$ cat src/common/wati_pkg.sv
package wati_pkg;

  // ----------------------------------------------------------------
  // widths and limits
  // ----------------------------------------------------------------
  localparam int          WORD_W     = 16;                // data word width
  localparam int          ADDR_W     = 16;                // word address width
  localparam int          CNT_W      = 11;                // table length, up to 1024
  localparam int          TABLE_MAX  = 1024;             // longest table in words
  localparam logic [15:0] SAT_MAX    = 16'h7fff;          // +32767
  localparam logic [15:0] SAT_MIN    = 16'h8000;          // -32768
  localparam logic [15:0] NEG_ONE    = 16'h ffff;         // -1
  localparam logic [15:0] WORD_ZERO  = 16'h0000;          // zero word
  localparam logic [15:0] ADDR_ZERO  = 16'h0000;          // zero address
  localparam logic [10:0] CNT_ZERO   = 11'h000;           // empty count
  localparam logic [10:0] CNT_ONE    = 11'h001;           // one word left

  // ----------------------------------------------------------------
  // operation codes
  // ----------------------------------------------------------------
  typedef enum logic [2:0] {
    OP_TABLE_INVERT = 3'h0,                               // table_invert_copy
    OP_ADD          = 3'h1,                               // saturating add
    OP_SUB          = 3'h2,                               // saturating subtract
    OP_MUL          = 3'h3,                               // double-length multiply
    OP_DIV          = 3'h4                                // quotient and remainder
  } wati_op_t;

  // ----------------------------------------------------------------
  // request from the scan sequencer
  // ----------------------------------------------------------------
  typedef struct packed {
    logic                valid;                           // one-cycle issue strobe
    logic                enable;                          // rung input level
    wati_op_t            op;                              // operation
    logic [WORD_W-1:0]   a;                               // first operand
    logic [WORD_W-1:0]   b;                               // second operand
    logic [ADDR_W-1:0]   src;                             // table source start
    logic [ADDR_W-1:0]   dst;                             // table destination start
    logic [CNT_W-1:0]    count;                           // table length
  } wati_req_t;

  // ----------------------------------------------------------------
  // answer to the scan sequencer
  // ----------------------------------------------------------------
  typedef struct packed {
    logic                done;                            // one-cycle completion
    logic                out_on;                          // rung output level
    logic                wr_lo;                           // write dest word
    logic                wr_hi;                           // write dest word plus one
    logic [WORD_W-1:0]   lo;                              // dest word value
    logic [WORD_W-1:0]   hi;                              // dest plus one value
  } wati_res_t;

  // ----------------------------------------------------------------
  // word memory port
  // ----------------------------------------------------------------
  typedef struct packed {
    logic                rd_en;                           // read, data next cycle
    logic                wr_en;                           // write strobe
    logic [ADDR_W-1:0]   addr;                            // word address
    logic [WORD_W-1:0]   wdata;                           // write data
  } wati_mem_t;

  // ----------------------------------------------------------------
  // sequencer states, one-hot
  // ----------------------------------------------------------------
  typedef enum logic [2:0] {
    ST_IDLE  = 3'b001,                                    // waiting for request
    ST_READ  = 3'b010,                                    // fetch source word
    ST_WRITE = 3'b100                                     // store inverted word
  } wati_state_t;

endpackage

$ cat src/hw/wati_unit.sv
`timescale 1ns/1ps
`default_nettype none

module wati_unit (
  input  wire logic             clk,
  input  wire logic             rst,
  input  wire wati_pkg::wati_req_t req,
  input  wire logic             fault_clr,
  input  wire logic [15:0]      mem_rdata,
  output logic                  ready,
  output wati_pkg::wati_res_t   res,
  output wati_pkg::wati_mem_t   mem,
  output logic                  instruction_fault_flag
);
  import wati_pkg::*;

  // ----------------------------------------------------------------
  // state record
  // ----------------------------------------------------------------
  typedef struct packed {
    wati_state_t         st;                              // sequencer state
    logic [ADDR_W-1:0]   src;                             // next source address
    logic [ADDR_W-1:0]   dst;                             // next destination address
    logic [CNT_W-1:0]    left;                            // words still to move
    logic                down;                            // walk addresses downward
    logic                ready;                           // registered ready
    wati_res_t           res;                             // registered answer
    wati_mem_t           mem;                             // registered memory port
    logic                fault;                           // sticky fault flag
    logic                rd_wait;                         // read pulse done, data now on mem_rdata
  } wati_regs_t;

  wati_regs_t          s_r;                               // current state
  wati_regs_t          s_nxt;                             // next state

  // ----------------------------------------------------------------
  // arithmetic
  // ----------------------------------------------------------------
  logic signed [16:0]  sum17;                             // widened sum
  logic signed [16:0]  dif17;                             // widened difference
  logic signed [31:0]  prod;                              // full product
  logic signed [15:0]  div_b;                             // divisor, never zero
  logic signed [15:0]  quo;                               // quotient
  logic signed [15:0]  rem;                               // remainder
  logic                div_edge;                          // -32768 by -1 case
  logic [ADDR_W-1:0]   last_ofs;                          // count minus one
  logic                fault_set;                         // zero divisor taken this cycle

  // operands widened by sign, never by zero
  always_comb begin
    sum17    = $signed({req.a[15], req.a}) + $signed({req.b[15], req.b});
    dif17    = $signed({req.a[15], req.a}) - $signed({req.b[15], req.b});
    prod     = $signed(req.a) * $signed(req.b);
    div_edge = (req.a == SAT_MIN) && (req.b == NEG_ONE);
    div_b    = (req.b == WORD_ZERO || div_edge) ? 16'sh0001 : $signed(req.b);
    quo      = $signed(req.a) / div_b;                    // truncates toward zero
    rem      = $signed(req.a) % div_b;
    last_ofs = ADDR_W'(req.count) - 16'h0001;
    fault_set = (s_r.st == ST_IDLE) && req.valid && req.enable && (req.op == OP_DIV) && (req.b == WORD_ZERO);
  end

  // ----------------------------------------------------------------
  // next-state logic
  // ----------------------------------------------------------------
  always_comb begin
    s_nxt           = s_r;
    s_nxt.res.done  = 1'b0;                               // pulses by default
    s_nxt.res.wr_lo = 1'b0;
    s_nxt.res.wr_hi = 1'b0;
    s_nxt.mem.rd_en = 1'b0;
    s_nxt.mem.wr_en = 1'b0;

    unique case (s_r.st)
      ST_IDLE: begin
        if (req.valid) begin
          // every taken request answers with done
          s_nxt.res.done   = 1'b1;
          s_nxt.res.out_on = 1'b0;
          s_nxt.res.lo     = WORD_ZERO;
          s_nxt.res.hi     = WORD_ZERO;
          if (!req.enable) begin
            s_nxt.res.out_on = 1'b0;
          end else begin
            unique case (req.op)
              OP_ADD: begin
                s_nxt.res.wr_lo = 1'b1;
                if (sum17[16] != sum17[15]) begin
                  s_nxt.res.lo     = sum17[16] ? SAT_MIN : SAT_MAX;
                  s_nxt.res.out_on = 1'b1;
                end else begin
                  s_nxt.res.lo     = sum17[15:0];
                end
              end
              OP_SUB: begin
                s_nxt.res.wr_lo = 1'b1;
                if (dif17[16] != dif17[15]) begin
                  s_nxt.res.lo     = dif17[16] ? SAT_MIN : SAT_MAX;
                  s_nxt.res.out_on = 1'b1;
                end else begin
                  s_nxt.res.lo     = dif17[15:0];
                end
              end
              OP_MUL: begin
                s_nxt.res.wr_lo  = 1'b1;
                s_nxt.res.wr_hi  = 1'b1;
                s_nxt.res.lo     = prod[15:0];
                s_nxt.res.hi     = prod[31:16];
                s_nxt.res.out_on = 1'b1;
              end
              OP_DIV: begin
                if (req.b == WORD_ZERO) begin
                  s_nxt.res.out_on = 1'b0;
                  s_nxt.fault      = 1'b1;
                end else begin
                  s_nxt.res.wr_lo  = 1'b1;
                  s_nxt.res.wr_hi  = 1'b1;
                  s_nxt.res.lo     = div_edge ? SAT_MIN : quo;
                  s_nxt.res.hi     = div_edge ? WORD_ZERO : rem;
                  s_nxt.res.out_on = 1'b1;
                end
              end
              OP_TABLE_INVERT: begin
                if (req.count == CNT_ZERO) begin
                  s_nxt.res.out_on = 1'b1;                // empty table: nothing moves
                end else begin
                  // done comes at the end of the copy instead
                  s_nxt.res.done = 1'b0;
                  s_nxt.ready    = 1'b0;
                  s_nxt.left     = req.count;
                  s_nxt.st       = ST_READ;
                  // walk down when destination lies above source
                  s_nxt.down     = (req.dst > req.src);
                  s_nxt.src      = s_nxt.down ? req.src + last_ofs : req.src;
                  s_nxt.dst      = s_nxt.down ? req.dst + last_ofs : req.dst;
                end
              end
              default: begin
                s_nxt.res.out_on = 1'b0;                  // unknown code: nothing runs
              end
            endcase
          end
        end
      end
      ST_READ: begin
        // fetch one source word before its slot can be overwritten
        s_nxt.mem.rd_en = 1'b1;
        s_nxt.mem.addr  = s_r.src;
        s_nxt.st        = ST_WRITE;
      end
      ST_WRITE: begin
        if (!s_r.rd_wait) begin
          // read pulse is on the port now; the word lands next cycle
          s_nxt.rd_wait   = 1'b1;
        end else begin
          // read data is on mem_rdata now; store it inverted
          s_nxt.rd_wait   = 1'b0;
          s_nxt.mem.wr_en = 1'b1;
          s_nxt.mem.addr  = s_r.dst;
          s_nxt.mem.wdata = ~mem_rdata;
          s_nxt.src       = s_r.down ? s_r.src - 16'h0001 : s_r.src + 16'h0001;
          s_nxt.dst       = s_r.down ? s_r.dst - 16'h0001 : s_r.dst + 16'h0001;
          s_nxt.left      = s_r.left - CNT_ONE;
          if (s_r.left == CNT_ONE) begin
            s_nxt.st         = ST_IDLE;
            s_nxt.ready      = 1'b1;
            s_nxt.res.done   = 1'b1;
            s_nxt.res.out_on = 1'b1;
          end else begin
            s_nxt.st         = ST_READ;
          end
        end
      end
      default: begin
        s_nxt.st    = ST_IDLE;                            // illegal code recovers
        s_nxt.ready = 1'b1;
      end
    endcase

    // only an explicit clear drops the flag; a new fault wins
    if (fault_clr && !fault_set) begin
      s_nxt.fault = 1'b0;
    end
  end

  // ----------------------------------------------------------------
  // state register
  // ----------------------------------------------------------------
  always_ff @(posedge clk or posedge rst) begin
    if (rst) begin
      s_r       <= '0;
      s_r.st    <= ST_IDLE;
      s_r.ready <= 1'b1;
    end else begin
      s_r <= s_nxt;
    end
  end

  // ----------------------------------------------------------------
  // outputs straight from the state register
  // ----------------------------------------------------------------
  assign ready                  = s_r.ready;
  assign res                    = s_r.res;
  assign mem                    = s_r.mem;
  assign instruction_fault_flag = s_r.fault;

endmodule

`default_nettype wire

$ cat config.mk
export PLATFORM = sky130hd
export DESIGN_NAME = wati_unit
export DESIGN_NICKNAME = d
export VERILOG_FILES = /design/src/common/wati_pkg.sv /design/src/hw/wati_unit.sv
export SDC_FILE = /design/constraint.sdc
export NUM_CORES = 2
export LEC_CHECK = 0
export BUFFER_PORTS_ARGS = -buffer_cell sky130_fd_sc_hd__buf_2
export CAP_MARGIN = 20
export CORE_UTILIZATION = 48
export CTS_BUF_LIST = sky130_fd_sc_hd__clkbuf_2
export DETAILED_ROUTE_END_ITERATION = 10
export PLACE_DENSITY = 0.7
export SYNTH_ARGS = -nofsm -noshare
export SYNTH_HDL_FRONTEND = slang
export SYNTH_SLANG_ARGS = --single-unit
$ cat constraint.sdc
create_clock -name clk -period 4.04 [get_ports clk]
set_input_delay 0.202 -clock clk [delete_from_list [all_inputs] [get_ports clk]]
set_output_delay 0.202 -clock clk [all_outputs]
set_load 0.02 [all_outputs]
==> results.toml <==
[global_routing]
busiest_layer = "met2"
grt_pass1_wl_um = 178000
antenna_found_initial = 1
use_met3_pct = 5.83
grt_use_met2_pct = 58.8
use_met1_pct = 46.0
grtUsageTotal_pct = 35.9
overflow = 0
grt_max_degree = 98
grt_pass1_vias = 32500

[worst_setup_path]
ff2ff_path_depth = 17
critical-path-top-cell-by-count = "ha_4"
timing.critical_path.from = "req[60]"
path_buf_inv = 20
crit_path_top_delay_cell = "or4b_4"
start_kind = "primary input"
critPathMaxStageDelay_ns = 0.63
arrival_ns = 28.11
endpoint_kind = "register"
critPathMaxFanout = 12
crit_family = "compound AO/OA/AOI/OAI gates"
path_depth = 146
r2r-start = "s_r[73]$_DFFE_PP0P_"
cp.required_ns = 4.86
crit_type = "primary input to register"

[placed_design]
globalplace.congestion = 1.02
port_buffers = 170
dp.cells = 5438
dp_hpwl_um = 90600
dp_slack_ns = -24.47

[floorplanning]
dieArea_sq_um = 63600
ioPinCount = 171
die_h_um = 252
start_util_pct = 48.6
core_sq_um = 61800
die_w_um = 252
placementRows = 91

[yosys]
synth.most_common_cell = "nand2_1"
synth_top_area_share_pct = 17.9
ys_ff_latch = 120
avgSynthCellArea_sq_um = 7.98
synth_edf_count = 0
synth.distinct_cells = 103
synth_top_cells_by_area = "fa_1 (18%), ha_1 (14%), dfrtp_1 (9.8%), nand2_1 (5.0%), inv_1 (4.8%)"
syn-cell-area_sq_um = 30100
ys.warnings.count = 0
synthTopCellsByCount = "nand2_1 (397), inv_1 (387), ha_1 (333), fa_1 (269), nor2_1 (257)"
postSynthCellCount = 3769
ys_async_sr_fraction_pct = 100
synth_fp_nets = 4470
synth_top_cell_by_area = "fa_1"
synth-seq-area-share_pct = 10.0
synth_ff_type = "dfrtp_1"

[timing]
timing.fmax_mhz = 36.6
finalHoldViolCount = 0
worst_slew_pin_slew_ns = 1.14
slew_headroom_pct = 23.0
rsz0062_at_grt = "yes"
layout_min_cycle_time_ns = 27.29
fin_skew_ns = 0.0849
finalSetupViolCount = 32
finalMaxSlewViolations = 0
fin_ws_ns = -23.25
timing.final.crit_share_pct = 676

[worst_hold_path]
holdCritPathClass = "primary input to register"
holdPathStages = 5
hp-start = "req[32]"

[drt]
wire_per_inst_um = 20.7
dr.first_iter.drc_count = 2691
vias = 33200
via_per_inst = 5.85
firstDrtPassIters = 6
final_antenna_net_count = 0
routed_wl_um = 117000
drc = 0

[clock_network]
cts_buffers = 17
clockRootBuffer = "clkbuf_2"
clockBufferDepth = 2
htreeDepth = 4
clkTransAtPathRegs_ns = 0.30
cts_tree = "yes"
cts.sinks = 120
clk_latency_ns = 0.92

[cells_and_area]
layout-drive-gt1-share_pct = 34.4
num-fill-cells = 4842
final_util_pct = 68.5
instances_no_fill = 5675
fin_nets = 5525
area_growth_pct = 40.8

[pwr]
ir_worst_vdd_uv = 1110
power_density_nw_per_um2 = 847
p_total_mw = 35.9
power.leakage_nw = 20.7

[status]
outcome = "finished, violations left"
violations = "negative setup slack"

[flow_run]
drv_cap = 0
==> power breakdown <==
group / switching (mW) / internal, mW
logic: 17.0 / 16.5
clock network: 0.614 / 0.302
registers: 0.0977 / 1.32
total: 17.7 / 18.1
==> layout make-up <==
class,instances,area (sq um),share of cell area (%)
clock inverters,15,169,0.399
multi-input cells,3039,27100,63.9
clock buffers,17,85.1,0.201
repair buffers,1254,9450,22.3
flip-flops and latches,120,3010,7.10
inverters,392,1510,3.56
diodes,1,2.50,0.00591
well taps,837,1050,2.47
==> final timing paths <==
path	to	slack, ns
worst min register to register	mem[9]$_DFFE_PP0P_	0.50
worst max register to register	s_r[115]$_DFFE_PP0P_	0.32
worst min-delay path	s_r[106]$_DFFE_PP0P_	0.03
min in group asynchronous	res[10]$_DFFE_PP0P_	0.05
max in group asynchronous	s_r[80]$_DFFE_PP0P_	3.00
worst max-delay path	res[9]$_DFFE_PP0P_	-23.25
==> sequential cells by signal (all words and copies together) (netlist names) <==
name and flops:
res 36, s_r 48, instruction_fault_flag 1, ready 1, mem 34
==> routing by layer <==
layer	vias to the layer above	share of wire [%]
li1	15200	-
met1	15900	39
met2	1645	45
met3	458	9.1
met4	0	6.3
met5	-	0
==> stage by stage <==
stage          instance area [sq um]  setup TNS [ns]  hold slack (ns)
6_report                       42300         -735.73           0.0340
3_5_place_dp                   38500         -772.60            0.399
2_1_floorplan                  31200         -754.66            0.307
3_3_place_gp                   38500         -753.13            0.393
5_1_grt                        42300         -770.64           0.0418
4_1_cts                        40600         -718.26          0.00607
==> worst register-to-register path, cell delays in order (launching register included) <==
cell,delay [ns]
dfrtp_1,0.41
buf_6,0.21
buf_4,0.24
clkinvlp_4,0.20
fa_1,0.50
nor2b_1,0.12
o21ai_0,0.11
a21oi_1,0.19
o21ai_0,0.12
a21oi_1,0.20
o21a_1,0.14
nor2_1,0.06
o21ai_0,0.17
a21oi_1,0.13
o21a_1,0.23
o211ai_1,0.22
xor2_1,0.11
a221o_1,0.29
==> cells by family (layout without fill, tap and decap cells) <==
| kind of cell | after synthesis | count (layout) | synth area share [%] |
|---|---|---|---|
| compound gates | 966 | 966 | 21.5 |
| xor+xnor | 241 | 241 | 7.02 |
| fa+ha+maj | 602 | 602 | 31.8 |
| buf+inv | 610 | 1678 | 8.64 |
| flops | 120 | 120 | 10.0 |
| mux | 59 | 59 | 2.10 |
| other cells | 0 | 1 | 0 |
| simple gates | 1171 | 1171 | 18.9 |
==> cells in the final DEF, fill, tap and decap left out, drive strengths merged, types with 34 or more instances in the layout <==
| cell type | count |
|---|---|
| buf | 1181 |
| nand2 | 399 |
| inv | 393 |
| ha | 333 |
| fa | 269 |
| nor2 | 260 |
| a21oi | 228 |
| o21ai | 221 |
| xnor2 | 155 |
| dfrtp | 118 |
| and2 | 108 |
| xor2 | 86 |
| nor3 | 76 |
| dlygate4sd3 | 71 |
| nand3 | 67 |
| a21o | 66 |
| o21a | 55 |
| nand2b | 45 |
| a22oi | 43 |
| mux2i | 37 |
| nor2b | 36 |
| a31oi | 34 |
==> repair_timing <==
item                       in CTS  in global routing
gates cloned                    0                  2
hold endpoints to repair      178                  0
setup endpoints to repair      32                 35
resized for setup             124                245
hold buffers                   71                  0
pin swaps                     125                170
setup buffers                  67                 66
Power figures use the tool's default switching activity.
